<file path="src/core/dmvc_consts.vh">
// Constants for the debug monitor and vector catch control block.
`ifndef DMVC_CONSTS_VH
`define DMVC_CONSTS_VH
`define DMVC_ADDR_FSR        32'he000ed30
`define DMVC_ADDR_FSR_NS     32'he002ed30
`define DMVC_ADDR_EMC        32'he000edfc
`define DMVC_ADDR_EMC_NS     32'he002edfc
`define DMVC_SEL_NONE        3'h0
`define DMVC_SEL_FSR         3'h1
`define DMVC_SEL_FSR_NS      3'h2
`define DMVC_SEL_EMC         3'h3
`define DMVC_SEL_EMC_NS      3'h4
`define DMVC_BIT_SECURE_MONITOR_TARGET_STATUS        20
`define DMVC_BIT_SEMA        19
`define DMVC_BIT_STEP        18
`define DMVC_BIT_PEND        17
`define DMVC_BIT_MEN         16
`define DMVC_CAT_HI          11
`define DMVC_CAT_LO          4
`define DMVC_BIT_CRST        0
`define DMVC_FSR_W           5
`define DMVC_FSR_VCATCH      3
`define DMVC_NCAT            8
`define DMVC_CAT_SF          7
`define DMVC_PROT_PRIV       0
`define DMVC_PROT_NS         1
`define DMVC_ZERO32          32'h0000_0000
`define DMVC_ZERO_CAT        8'h00
`define DMVC_ZERO_FSR        5'h00
`endif

</file>
<file path="src/core/dmvc_top.v">
// Debug monitor control, vector catch enables and debug fault status, APB slave.
`include "dmvc_consts.vh"
`timescale 1ns/100ps
`default_nettype none

// Interface overview.
// The APB side answers every access after one wait state, so a transfer
// spends two cycles in its access phase. Read data, pready and pslverr all
// come from flip-flops, which costs that wait state but keeps the read
// mux out of the bus return path.
// The core side sees registered levels and one-cycle pulses, one cycle after a direct input,
// two after one held first in pend_r, men_r, step_r or the target status bit, so the core may sample them on any enabled edge.
// Two resets reach the block. The cold reset is asynchronous and clears
// every flip-flop. The warm reset is a synchronous level that only clears
// the monitor fields; catch enables and fault flags survive it so that a
// debugger can catch the reset itself.
// The clock enable freezes every flip-flop, the bus answer included, so a
// master must not expect pready while it is held low.

module dmvc_top
(
  input  wire        clk_sys,
  input  wire        rst,
  input  wire        ce,
  input  wire        psel,
  input  wire        penable,
  input  wire        pwrite,
  input  wire [31:0] paddr,
  input  wire [31:0] pwdata,
  input  wire [2:0]  pprot,
  input  wire        dbg_access,
  output reg  [31:0] prdata,
  output reg         pready,
  output reg         pslverr,
  input  wire        warm_rst,
  input  wire        halting_debug_enabled,
  input  wire        halt_permission_check,
  input  wire        secure_debug_permitted,
  input  wire        secure_monitor_permission_check,
  input  wire        core_halted,
  input  wire        mon_active,
  input  wire        mon_hw_pend,
  input  wire        mon_taken,
  input  wire [7:0]  fault_evt,
  input  wire        fault_tgt_secure,
  input  wire [4:0]  dbg_evt,
  output reg         monitor_pending_ctl_req,
  output reg         mon_enabled,
  output reg         monitor_single_step_en,
  output reg         mon_secure_tgt,
  output reg         catch_halt_req,
  output reg         reset_catch_evt
);

  ////////////////////////////////////////////////////////////////////////////
  // Address decode.

  // Decode is used for both the answer and the write strobe.
  function [2:0] dmvc_decode;
    input [31:0] addr;
    begin
      case (addr)
        `DMVC_ADDR_FSR:    dmvc_decode = `DMVC_SEL_FSR;
        `DMVC_ADDR_FSR_NS: dmvc_decode = `DMVC_SEL_FSR_NS;
        `DMVC_ADDR_EMC:    dmvc_decode = `DMVC_SEL_EMC;
        `DMVC_ADDR_EMC_NS: dmvc_decode = `DMVC_SEL_EMC_NS;
        // Unmatched addresses fall to the none code, which the refusal logic
        // turns into a bus error rather than a silent zero.
        default:           dmvc_decode = `DMVC_SEL_NONE;
      endcase
    end
  endfunction

  // The Non-secure aliases of both registers share the decode with the primary
  // addresses. Only the view of the requester differs: a Non-secure caller
  // or the debugger reads zero and cannot write, without an error, which
  // mirrors the treatment of the other reserved alias locations.
  // Refusal is checked first so that an unprivileged alias access still
  // gets its bus error.
  wire [2:0] sel_w;
  wire       priv_w;
  wire       ns_view_w;
  wire       alias_w;
  wire       refuse_w;
  wire       acc_w;
  wire       wr_ok_w;
  wire       emc_wr_w;
  wire       fsr_wr_w;

  assign sel_w     = dmvc_decode(paddr);
  assign priv_w    = pprot[`DMVC_PROT_PRIV];
  assign ns_view_w = pprot[`DMVC_PROT_NS] | dbg_access;
  assign alias_w   = (sel_w == `DMVC_SEL_FSR_NS) | (sel_w == `DMVC_SEL_EMC_NS);
  // Unprivileged or unmapped accesses get an error answer.
  assign refuse_w  = ~priv_w | (sel_w == `DMVC_SEL_NONE);
  assign acc_w     = psel & penable & pready;
  // Alias writes from the Non-secure view or the debugger are dropped.
  assign wr_ok_w   = acc_w & pwrite & ~refuse_w & ~(alias_w & ns_view_w);
  assign emc_wr_w  = wr_ok_w & ((sel_w == `DMVC_SEL_EMC) | (sel_w == `DMVC_SEL_EMC_NS));
  assign fsr_wr_w  = wr_ok_w & ((sel_w == `DMVC_SEL_FSR) | (sel_w == `DMVC_SEL_FSR_NS));

  ////////////////////////////////////////////////////////////////////////////
  // Control and status state.

  // Only the fields that are implemented hold flip-flops. Reserved control
  // bits and the upper fault status bits are constants in the read path, so
  // a write to them can change nothing.
  // The catch enables are kept as one vector in fault_evt order, which lets
  // the gate and the fire logic be a single bitwise expression.
  reg                   secure_monitor_target_status_r;
  reg                   sema_r;
  reg                   step_r;
  reg                   pend_r;
  reg                   men_r;
  reg [`DMVC_NCAT-1:0]  cat_r;
  reg                   crst_r;
  reg [`DMVC_FSR_W-1:0] fsr_r;

  wire [`DMVC_NCAT-1:0] cat_gate_w;
  wire [`DMVC_NCAT-1:0] cat_fire_w;
  wire                  halt_ok_w;
  wire                  rst_catch_w;
  wire [31:0]           emc_rd_w;
  wire [31:0]           fsr_rd_w;

  // Common gate: debug enabled and halting permitted.
  assign halt_ok_w = halting_debug_enabled & halt_permission_check;

  // Per-catch gating; the SecureFault catch always needs secure debug,
  // the others only when the fault targets Secure state.
  genvar gi;
  generate
    for (gi = 0; gi < `DMVC_NCAT; gi = gi + 1)
    begin : g_cat
      if (gi == `DMVC_CAT_SF)
      begin : g_sf
        assign cat_gate_w[gi] = halt_ok_w & secure_debug_permitted;
      end
      else
      begin : g_oth
        // Order: hard, entry, bus, state, check, coproc, memmanage.
        assign cat_gate_w[gi] = halt_ok_w &
                                (secure_debug_permitted | ~fault_tgt_secure);
      end
    end
  endgenerate

  // Bits 6..0 cover hard/entry/bus/state/check/coproc/memmanage faults.
  assign cat_fire_w  = fault_evt & cat_r &
                       cat_gate_w;
  // Reset catch ignores secure permission, even into Secure state.
  assign rst_catch_w = warm_rst & crst_r & halt_ok_w;

  // Reserved fields are built as constant zeros.
  assign emc_rd_w = {11'h000, secure_monitor_target_status_r, sema_r, step_r, pend_r, men_r, 4'h0,
                     cat_r, 3'h0, crst_r};
  assign fsr_rd_w = {27'h0000000, fsr_r};

  ////////////////////////////////////////////////////////////////////////////
  // Monitor control bits, cleared by both resets.

  always @(posedge clk_sys or posedge rst)
  begin
    if (rst)
    begin
      sema_r <= 1'b0;
      step_r <= 1'b0;
      men_r  <= 1'b0;
    end
    else if (ce)
    begin
      if (warm_rst)
      begin
        sema_r <= 1'b0;
        step_r <= 1'b0;
        men_r  <= 1'b0;
      end
      else if (emc_wr_w)
      begin
        // Semaphore has no effect on anything else in the block.
        sema_r <= pwdata[`DMVC_BIT_SEMA];
        // Changing step at low priority is software's own hazard.
        step_r <= pwdata[`DMVC_BIT_STEP];
        men_r  <= pwdata[`DMVC_BIT_MEN];
      end
    end
  end

  // A write of one and a write of zero both act, so software can withdraw a
  // pending monitor request it made itself. The enable bit is not looked at
  // here: a request may wait, pended, until the monitor is enabled.
  // Pend: hardware set wins over a software clear and over acceptance.
  always @(posedge clk_sys or posedge rst)
  begin
    if (rst)
      pend_r <= 1'b0;
    else if (ce)
    begin
      if (warm_rst)
        pend_r <= 1'b0;
      else if (mon_hw_pend)
        pend_r <= 1'b1;
      else if (emc_wr_w)
        pend_r <= pwdata[`DMVC_BIT_PEND];
      else if (mon_taken)
        pend_r <= 1'b0;
    end
  end

  // While the monitor is pended or running the target must not move under
  // the handler's feet, so the last value is held until both clear.
  // Secure target status follows the permission only while idle.
  always @(posedge clk_sys or posedge rst)
  begin
    if (rst)
      secure_monitor_target_status_r <= 1'b0;
    else if (ce)
    begin
      if (~pend_r & ~mon_active)
        secure_monitor_target_status_r <= secure_monitor_permission_check;
    end
  end

  ////////////////////////////////////////////////////////////////////////////
  // Catch enables: only the asynchronous cold reset clears them.
  // Keeping these over a warm reset is what makes the reset catch work: the
  // enable written before the reset is still set when the reset arrives.

  always @(posedge clk_sys or posedge rst)
  begin
    if (rst)
    begin
      cat_r  <= `DMVC_ZERO_CAT;
      crst_r <= 1'b0;
    end
    else if (ce)
    begin
      // Warm reset deliberately leaves these alone.
      if (emc_wr_w)
      begin
        cat_r  <= pwdata[`DMVC_CAT_HI:`DMVC_CAT_LO];
        crst_r <= pwdata[`DMVC_BIT_CRST];
      end
    end
  end

  ////////////////////////////////////////////////////////////////////////////
  // Debug fault status flags: sticky, set wins over write-one-to-clear.

  // A flag set and its clear in the same cycle leave the flag set, so an
  // event that lands during a clearing write is never lost.
  wire [`DMVC_FSR_W-1:0] fsr_set_w;
  wire [`DMVC_FSR_W-1:0] fsr_clr_w;

  generate
    for (gi = 0; gi < `DMVC_FSR_W; gi = gi + 1)
    begin : g_fsr
      if (gi == `DMVC_FSR_VCATCH)
      begin : g_vc
        // Our own catches count as vector catch events too.
        assign fsr_set_w[gi] = dbg_evt[gi] | (|cat_fire_w) | rst_catch_w;
      end
      else
      begin : g_ev
        assign fsr_set_w[gi] = dbg_evt[gi];
      end
      assign fsr_clr_w[gi] = fsr_wr_w & pwdata[gi];
    end
  endgenerate

  always @(posedge clk_sys or posedge rst)
  begin
    if (rst)
      fsr_r <= `DMVC_ZERO_FSR;
    else if (ce)
      fsr_r <= fsr_set_w | (fsr_r & ~fsr_clr_w);
  end

  ////////////////////////////////////////////////////////////////////////////
  // Outputs to the core, all registered.
  // Every core-facing signal is registered, so each answer is one cycle after a direct input
  // and two after one held first in pend_r, men_r, step_r or the target status bit; the core model is written to that latency.

  always @(posedge clk_sys or posedge rst)
  begin
    if (rst)
    begin
      monitor_pending_ctl_req    <= 1'b0;
      mon_enabled     <= 1'b0;
      monitor_single_step_en     <= 1'b0;
      mon_secure_tgt  <= 1'b0;
      catch_halt_req  <= 1'b0;
      reset_catch_evt <= 1'b0;
    end
    else if (ce)
    begin
      // Pending is offered to arbitration regardless of the enable.
      monitor_pending_ctl_req    <= pend_r;
      // A halted core ignores the monitor enable.
      mon_enabled     <= men_r & ~core_halted;
      monitor_single_step_en     <= step_r & ~core_halted;
      mon_secure_tgt  <= secure_monitor_target_status_r;
      catch_halt_req  <= |cat_fire_w;
      reset_catch_evt <= rst_catch_w;
    end
  end

  ////////////////////////////////////////////////////////////////////////////
  // APB answer: one wait state, so read data is registered on the same edge as pready.
  // The answer is generated on the first access-phase edge and stands for
  // one cycle. The write itself is applied on the following edge, when the
  // master samples pready, so a master that stretches its request by a cycle
  // still sees exactly one write.
  // Read data stays in prdata until the next answer replaces it.

  always @(posedge clk_sys or posedge rst)
  begin
    if (rst)
    begin
      pready  <= 1'b0;
      pslverr <= 1'b0;
      prdata  <= `DMVC_ZERO32;
    end
    else if (ce)
    begin
      if (psel & penable & ~pready)
      begin
        pready  <= 1'b1;
        // Narrow accesses are not detectable on this bus; all are words.
        pslverr <= refuse_w;
        if (pwrite | refuse_w | (alias_w & ns_view_w))
          prdata <= `DMVC_ZERO32;
        else if ((sel_w == `DMVC_SEL_FSR) | (sel_w == `DMVC_SEL_FSR_NS))
          prdata <= fsr_rd_w;
        else
          prdata <= emc_rd_w;
      end
      else
      begin
        pready  <= 1'b0;
        pslverr <= 1'b0;
      end
    end
  end

endmodule

`default_nettype wire

</file>
<file path="config.mk">
export PLATFORM = sky130hd
export DESIGN_NAME = dmvc_top
export DESIGN_NICKNAME = d
export VERILOG_FILES = /design/src/core/dmvc_top.v
export VERILOG_INCLUDE_DIRS = /design/src /design/src/core
export SDC_FILE = /design/constraint.sdc
export NUM_CORES = 1
export LEC_CHECK = 0
export BUFFER_PORTS_ARGS = -buffer_cell sky130_fd_sc_hd__buf_4
export CAP_MARGIN = 10
export CORE_ASPECT_RATIO = 1.5
export CORE_UTILIZATION = 43
export DETAILED_ROUTE_END_ITERATION = 7
export PLACE_DENSITY = 0.8
export SLEW_MARGIN = 20
export SYNTH_ARGS = -nofsm -noshare
export SYNTH_HDL_FRONTEND = slang
export SYNTH_SLANG_ARGS = --single-unit
</file>
<file path="constraint.sdc">
create_clock -name clk_sys -period 2.2 [get_ports clk_sys]
set_clock_uncertainty 0.1 [all_clocks]
set_input_delay 0.44 -clock clk_sys [delete_from_list [all_inputs] [get_ports clk_sys]]
set_output_delay 0.44 -clock clk_sys [all_outputs]
set_load 0.02 [all_outputs]
</file>
==> results.yml, run 1 <==
job:
  drv_cap: 0
routing:
  wl_per_cell_um: 14.82
  drt_iter0_markers: 86
  drc: 0
  firstDrtPassIters: 4
  vias_per_cell: 5.294
  vias: 2017
  ant_nets: 0
  routed_wl_mm: 5.646
timing:
  finalSetupTns_ps: 0
  setup_slack_ps: 293.2
  post-route-period-util: 0.8667
  timing.final.crit_period_ps: 1907
  fmax_ghz: 0.5244
  finalSetupViolCount: 0
  finalHoldViolations: 0
  slew_headroom: 0.6324
  worst_pin_slew_ps: 551.3
  slew_violations: 0
  grt_setup_unrepaired: "false"
  whs_ps: 184.3
cts:
  cts_buffers: 5
  clk_pin_slew_worst_paths_ps: 80
  post_cts_resized: 0
  clkLatencyLatePin_ps: 280
  cts_setup_buffers: 0
  cts_buffer_depth: 2
  ctsHoldBuffers: 0
  htreeDepth: 2
  root_buffer: "clkbuf_8"
  clock_sinks: 44
  cts_tree: "built"
critical_path:
  crit_end: "cat_r[2]"
  crit_type: "in2reg"
  required_ps: 2270
  cp-end-kind: "register"
  rr_endpoint: "cat_r[2]"
  worstReg2RegStart: "pready"
  critPathLaunch: "paddr[24]"
  crit_path_max_fanout: 10
  start_kind: "input port"
  rrSetupSlack_ps: 340
  ff2ff_path_depth: 4
  arrival_ps: 1980
final_layout:
  drive_gt1_frac: 0.4698
  num_antenna_cells: 0
  utilization: 0.6495
  syn_to_final_growth_pct: 42.93
  final_cell_area_um2: 3199
  final_cells: 381
  nNetsFinal: 412
die:
  io_pins: 137
  die_width_um: 60.91
  dieHeight_um: 90.37
  num_rows: 31
  core_um2: 4926
  die_area_um2: 5504
  initial_core_util: 0.4544
logic_synthesis:
  syn_area_um2: 2238
  ys_warn_count: 0
  yosysTopAreaCellShare: 0.4919
  synth_flop_cell: "dfrtp_1"
  synth_cell_type_count: 45
  synth-edff-count: 0
  async_flop_share: 1.000
  ys_ff_latch: 44
  synth_area_leaders: "dfrtp_1 (49%), a22o_1 (5.1%), buf_4 (5.0%)"
  syn_area_per_cell_um2: 11.36
  yosysSeqAreaShare: 0.4919
  postSynthCellCount: 197
  yosysTopAreaCell: "dfrtp_1"
global_routing:
  grtUsageTotal: 0.2212
  grt_max_degree: 45
  gr-total-overflow: 0
  first_global_vias: 2032
  antenna_found_initial: 0
  grt_pass1_wl_mm: 9.018
power:
  cellPowerDensity_nw_per_um2: 486.3
  total_power_mw: 1.556
  ir_worst_vdd_uv: 361.5
  power_leakage_nw: 1.644
placement:
  port_buffers: 104
  globalplace.congestion: 0.7931
  dp_hpwl_mm: 4.489
  placed_cells: 374
  dpl_cell_area_um2: 3122
  pre_cts_ws_ps: -7.674
outcome:
  outcome: "completed"
worst_hold_path:
  hold_path_class: "in2async"
state kept, by name, indices dropped and copies added, names as in the netlist:
| signal | flops |
|---|---|
| prdata | 17 |
| pslverr | 1 |
| monitor_single_step_en | 1 |
| monitor_pending_ctl_req | 1 |
| cat_r | 8 |
| catch_halt_req | 1 |
| mon_enabled | 1 |
| fsr_r | 5 |
| mon_secure_tgt | 1 |
| reset_catch_evt | 1 |
| secure_monitor_target_status_r | 1 |
| crst_r | 1 |
| sema_r | 1 |
| pready | 1 |
| men_r | 1 |
| step_r | 1 |
| pend_r | 1 |
critical path: stages:
cell and delay (ps):
buf_4 100, and4bb_2 310, nand4_2 120, or4_4 660, mux2_4 340
worst min path at each step:
stage / cells past startpoint / start / endpoint / slack, ps
floorplan: 1 / sema_r / prdata[19] / 370
global placement: 1 / pslverr / pslverr / 380
detailed placement: 1 / monitor_single_step_en / monitor_single_step_en / 380
CTS: 3 / rst / mon_enabled / 200
global route: 3 / rst / mon_enabled / 230
finish: 3 / rst / mon_enabled / 180
area by class of cell:
cell class	instances	area (um2)
Fill cell	432	1727
Sequential cell	44	1101
Multi-Input combinational cell	135	1011
Timing Repair Buffer	118	885.9
Tap cell	66	82.58
Clock buffer	6	72.57
Inverter	11	41.29
Clock inverter	1	5.005
report_power, final:
group          switching [mW]  total, mW  internal [mW]  leakage [nW]
Clock                   0.248      0.464          0.216        0.0410
Combinational           0.119      0.256          0.137          1.02
Sequential             0.0110      0.835          0.824         0.581
placed cells by master (no fill, tap or decap), drive strengths merged, types with 6 or more instances in the layout:
cell type,netlist,final
dfrtp,44,44
conb,1,15
clkbuf,4,6
nand4,6,6
mux2,13,13
buf,17,118
inv,11,11
o21ai,14,14
a22o,13,13
nand2,19,19
cells in the mapped netlist (all sizes together), types with 2 or more instances:
master / count
dfrtp: 44
nand2: 19
buf: 17
o21ai: 14
a22o: 13
mux2: 13
inv: 11
nand4: 6
a2bb2oi: 4
and4: 4
clkbuf: 4
nand3: 4
nor4: 4
mux2i: 3
nand4b: 3
nor3: 3
o2bb2ai: 3
a22oi: 2
and4b: 2
and4bb: 2
nor4b: 2
o2111ai: 2
o21a: 2
o31a: 2
or3: 2
or4: 2
layer usage:
layer  wire (um)  part of all wire  global-route usage
met1        2027              0.36              0.2387
met2        3152              0.56              0.3965
met3         304             0.054             0.03295
met4         163             0.029              0.1098
met5           0                 0                   0
logic make-up (layout without fill, tap and decap cells):
| kind of cell | count (synthesis) | count (layout) | share of synthesized area |
|---|---|---|---|
| other | 1 | 15 | 0.001675 |
| muxes | 16 | 16 | 0.09055 |
| DFF | 44 | 44 | 0.4919 |
| buffers and inverters | 32 | 136 | 0.08272 |
| AOI/OAI and AO/OA | 47 | 47 | 0.1571 |
| and+or+nand+nor | 57 | 57 | 0.1761 |
(Power assumes the default switching activity.)
==> run 2, diff against run 1 <==
==> constraint.sdc (replaced) <==
create_clock -name clk_sys -period 1.9 [get_ports clk_sys]
set_clock_uncertainty 0.1 [all_clocks]
set_input_delay 0.285 -clock clk_sys [delete_from_list [all_inputs] [get_ports clk_sys]]
set_output_delay 0.285 -clock clk_sys [all_outputs]
set_load 0.02 [all_outputs]
==> results.yml, run 2 (synthesis gave the netlist of run 1 again) <==
outcome:
  outcome: "completed"
power:
  ir_worst_vdd_uv: 392.3
  clkPwrFrac: 0.327
  cellInternalPower_mw: 1.411
  switching_share: 0.2498
  p_seq_frac: 0.514
  cellPowerDensity_nw_per_um2: 576.9
  power_leakage_nw: 1.669
  combPwrFrac: 0.159
  switchingPower_uw: 469.9
  total_power_mw: 1.881
cts:
  htreeDepth: 2
  clkLatencyLatePin_ps: 300
  cts_tree: "built"
  cts_buffer_depth: 2
  clk_pin_slew_worst_paths_ps: 80
  cts_buffers: 5
  ctsHoldBuffers: 0
  root_buffer: "clkbuf_8"
  clock_sinks: 44
final_layout:
  largest_reg_flops: 17
  nNetsFinal: 416
  drive_gt1_frac: 0.4813
  layout_commonest_cell: "buf_4"
  syn_to_final_growth_pct: 45.67
  final_cell_mix: "buf_4 (121), dfrtp_1 (44), nand2_1 (19)"
  num_antenna_cells: 0
  reg.largest.list: "prdata: 17 flops, cat_r: 8 flops, fsr_r: 5 flops"
  regMostFlops: "prdata"
timing:
  whs_ps: 15.92
  timing.final.crit_period_ps: 1870
  slew_headroom: 0.6325
  slew_violations: 0
  fmax_ghz: 0.5346
  worst_pin_slew_ps: 551.2
  setup_slack_ps: 29.57
  finalHoldViolations: 0
  post-route-period-util: 0.9844
  grt_setup_unrepaired: "true"
  finalSetupViolCount: 0
placement:
  dp_hpwl_mm: 4.310
  pre_cts_ws_ps: -138.8
  port_buffers: 104
  globalplace.congestion: 0.8417
routing:
  vias: 2014
  ant_nets: 0
  routed_wl_mm: 5.560
  vias_per_cell: 5.218
  drc: 0
  wl_per_cell_um: 14.40
  firstDrtPassIters: 5
  drt_iter0_markers: 86
critical_path:
  critPathLaunch: "pready"
  cpMaxStageDelayCell: "or4_4"
  cp-end-kind: "register"
  worstReg2RegStart: "pready"
  crit_type: "reg2reg"
  crit_family: "simple AND/OR/NAND/NOR gates"
  crit_path_max_fanout: 5
  path_cells: "and4_4, nand4_1, or4_4, mux2_4"
  start_kind: "register"
  required_ps: 1990
  arrival_ps: 1960
  critPathMaxStageDelay_ps: 540
  critPathBufInv: 0
global_routing:
  grt_pass1_wl_mm: 8.342
  grtUsageTotal: 0.2026
  grt_max_degree: 45
  antenna_found_initial: 0
  first_global_vias: 1951
  gr-total-overflow: 0
die:
  initial_core_util: 0.4544
  dieHeight_um: 90.37
  core_um2: 4926
  die_area_um2: 5504
  num_rows: 31
  die_width_um: 60.91
  io_pins: 137
worst_hold_path:
  hold_path_class: "in2async"
job:
  drv_cap: 0
## run 2: per-stage QoR
| stage | instance area, um2 | TNS, ps | cells | util |
|---|---|---|---|---|
| floorplan | 2303 | -982.3 | 211 | - |
| global placement | 3146 | -1483 | 376 | 0.6386 |
| detailed placement | 3146 | -1483 | 376 | 0.6386 |
| CTS | 3239 | 0 | 384 | 0.6576 |
| global route | 3261 | -4.147 | 386 | 0.6619 |
| finish | 3261 | 0 | 386 | 0.6619 |
## run 2: area by class of cell
cell class | instances | area, um2
Timing Repair Buffer | 121 | 908.4
Tap cell | 66 | 82.58
Clock inverter | 1 | 7.507
Inverter | 11 | 41.29
Sequential cell | 44 | 1101
Clock buffer | 7 | 86.33
Multi-Input combinational cell | 136 | 1033
Fill cell | 422 | 1665
## run 2: worst register-to-register path, stage by stage, from the launching register on
cell,delay (ps)
dfrtp_1,380
and4_4,220
nand4_1,180
or4_4,540
mux2_4,330
## run 2: what timing repair did
| item | 4_1_cts | 5_1_grt |
|---|---|---|
| gates resized for setup | 0 | 2 |
| buffers inserted | 0 | 1 |
| hold endpoints to repair | 0 | 0 |
| endpoints found under the setup margin | 0 | 10 |
## run 2: power groups by stage
stage                     logic, mW  clock network, mW  registers [mW]
after floorplan               0.124                  0           0.998
after global placement        0.297                  0           0.985
after detailed placement      0.301                  0           0.985
after CTS                     0.301              0.621           0.966
after global routing          0.323              0.655           0.969
final                         0.300              0.614           0.967
## run 2: final timing paths
kind / end / depth (start not counted) / slack, ps
worst min-delay path: prdata[17] / 3 / 20
min in group clk_sys: mon_enabled / 2 / 70
max in group asynchronous: pend_r / 3 / 1310
worst max register to register: cat_r[2] / 4 / 30
worst min register to register: prdata[1] / 2 / 400
worst max-delay path: cat_r[2] / 4 / 30
## run 2: metal layers
layer	GRT usage	wire, um	part of all wire
met1	0.2173	2124	0.38
met2	0.3553	2971	0.53
met5	0	0	0
met4	0.1080	161	0.029
met3	0.03868	303	0.054
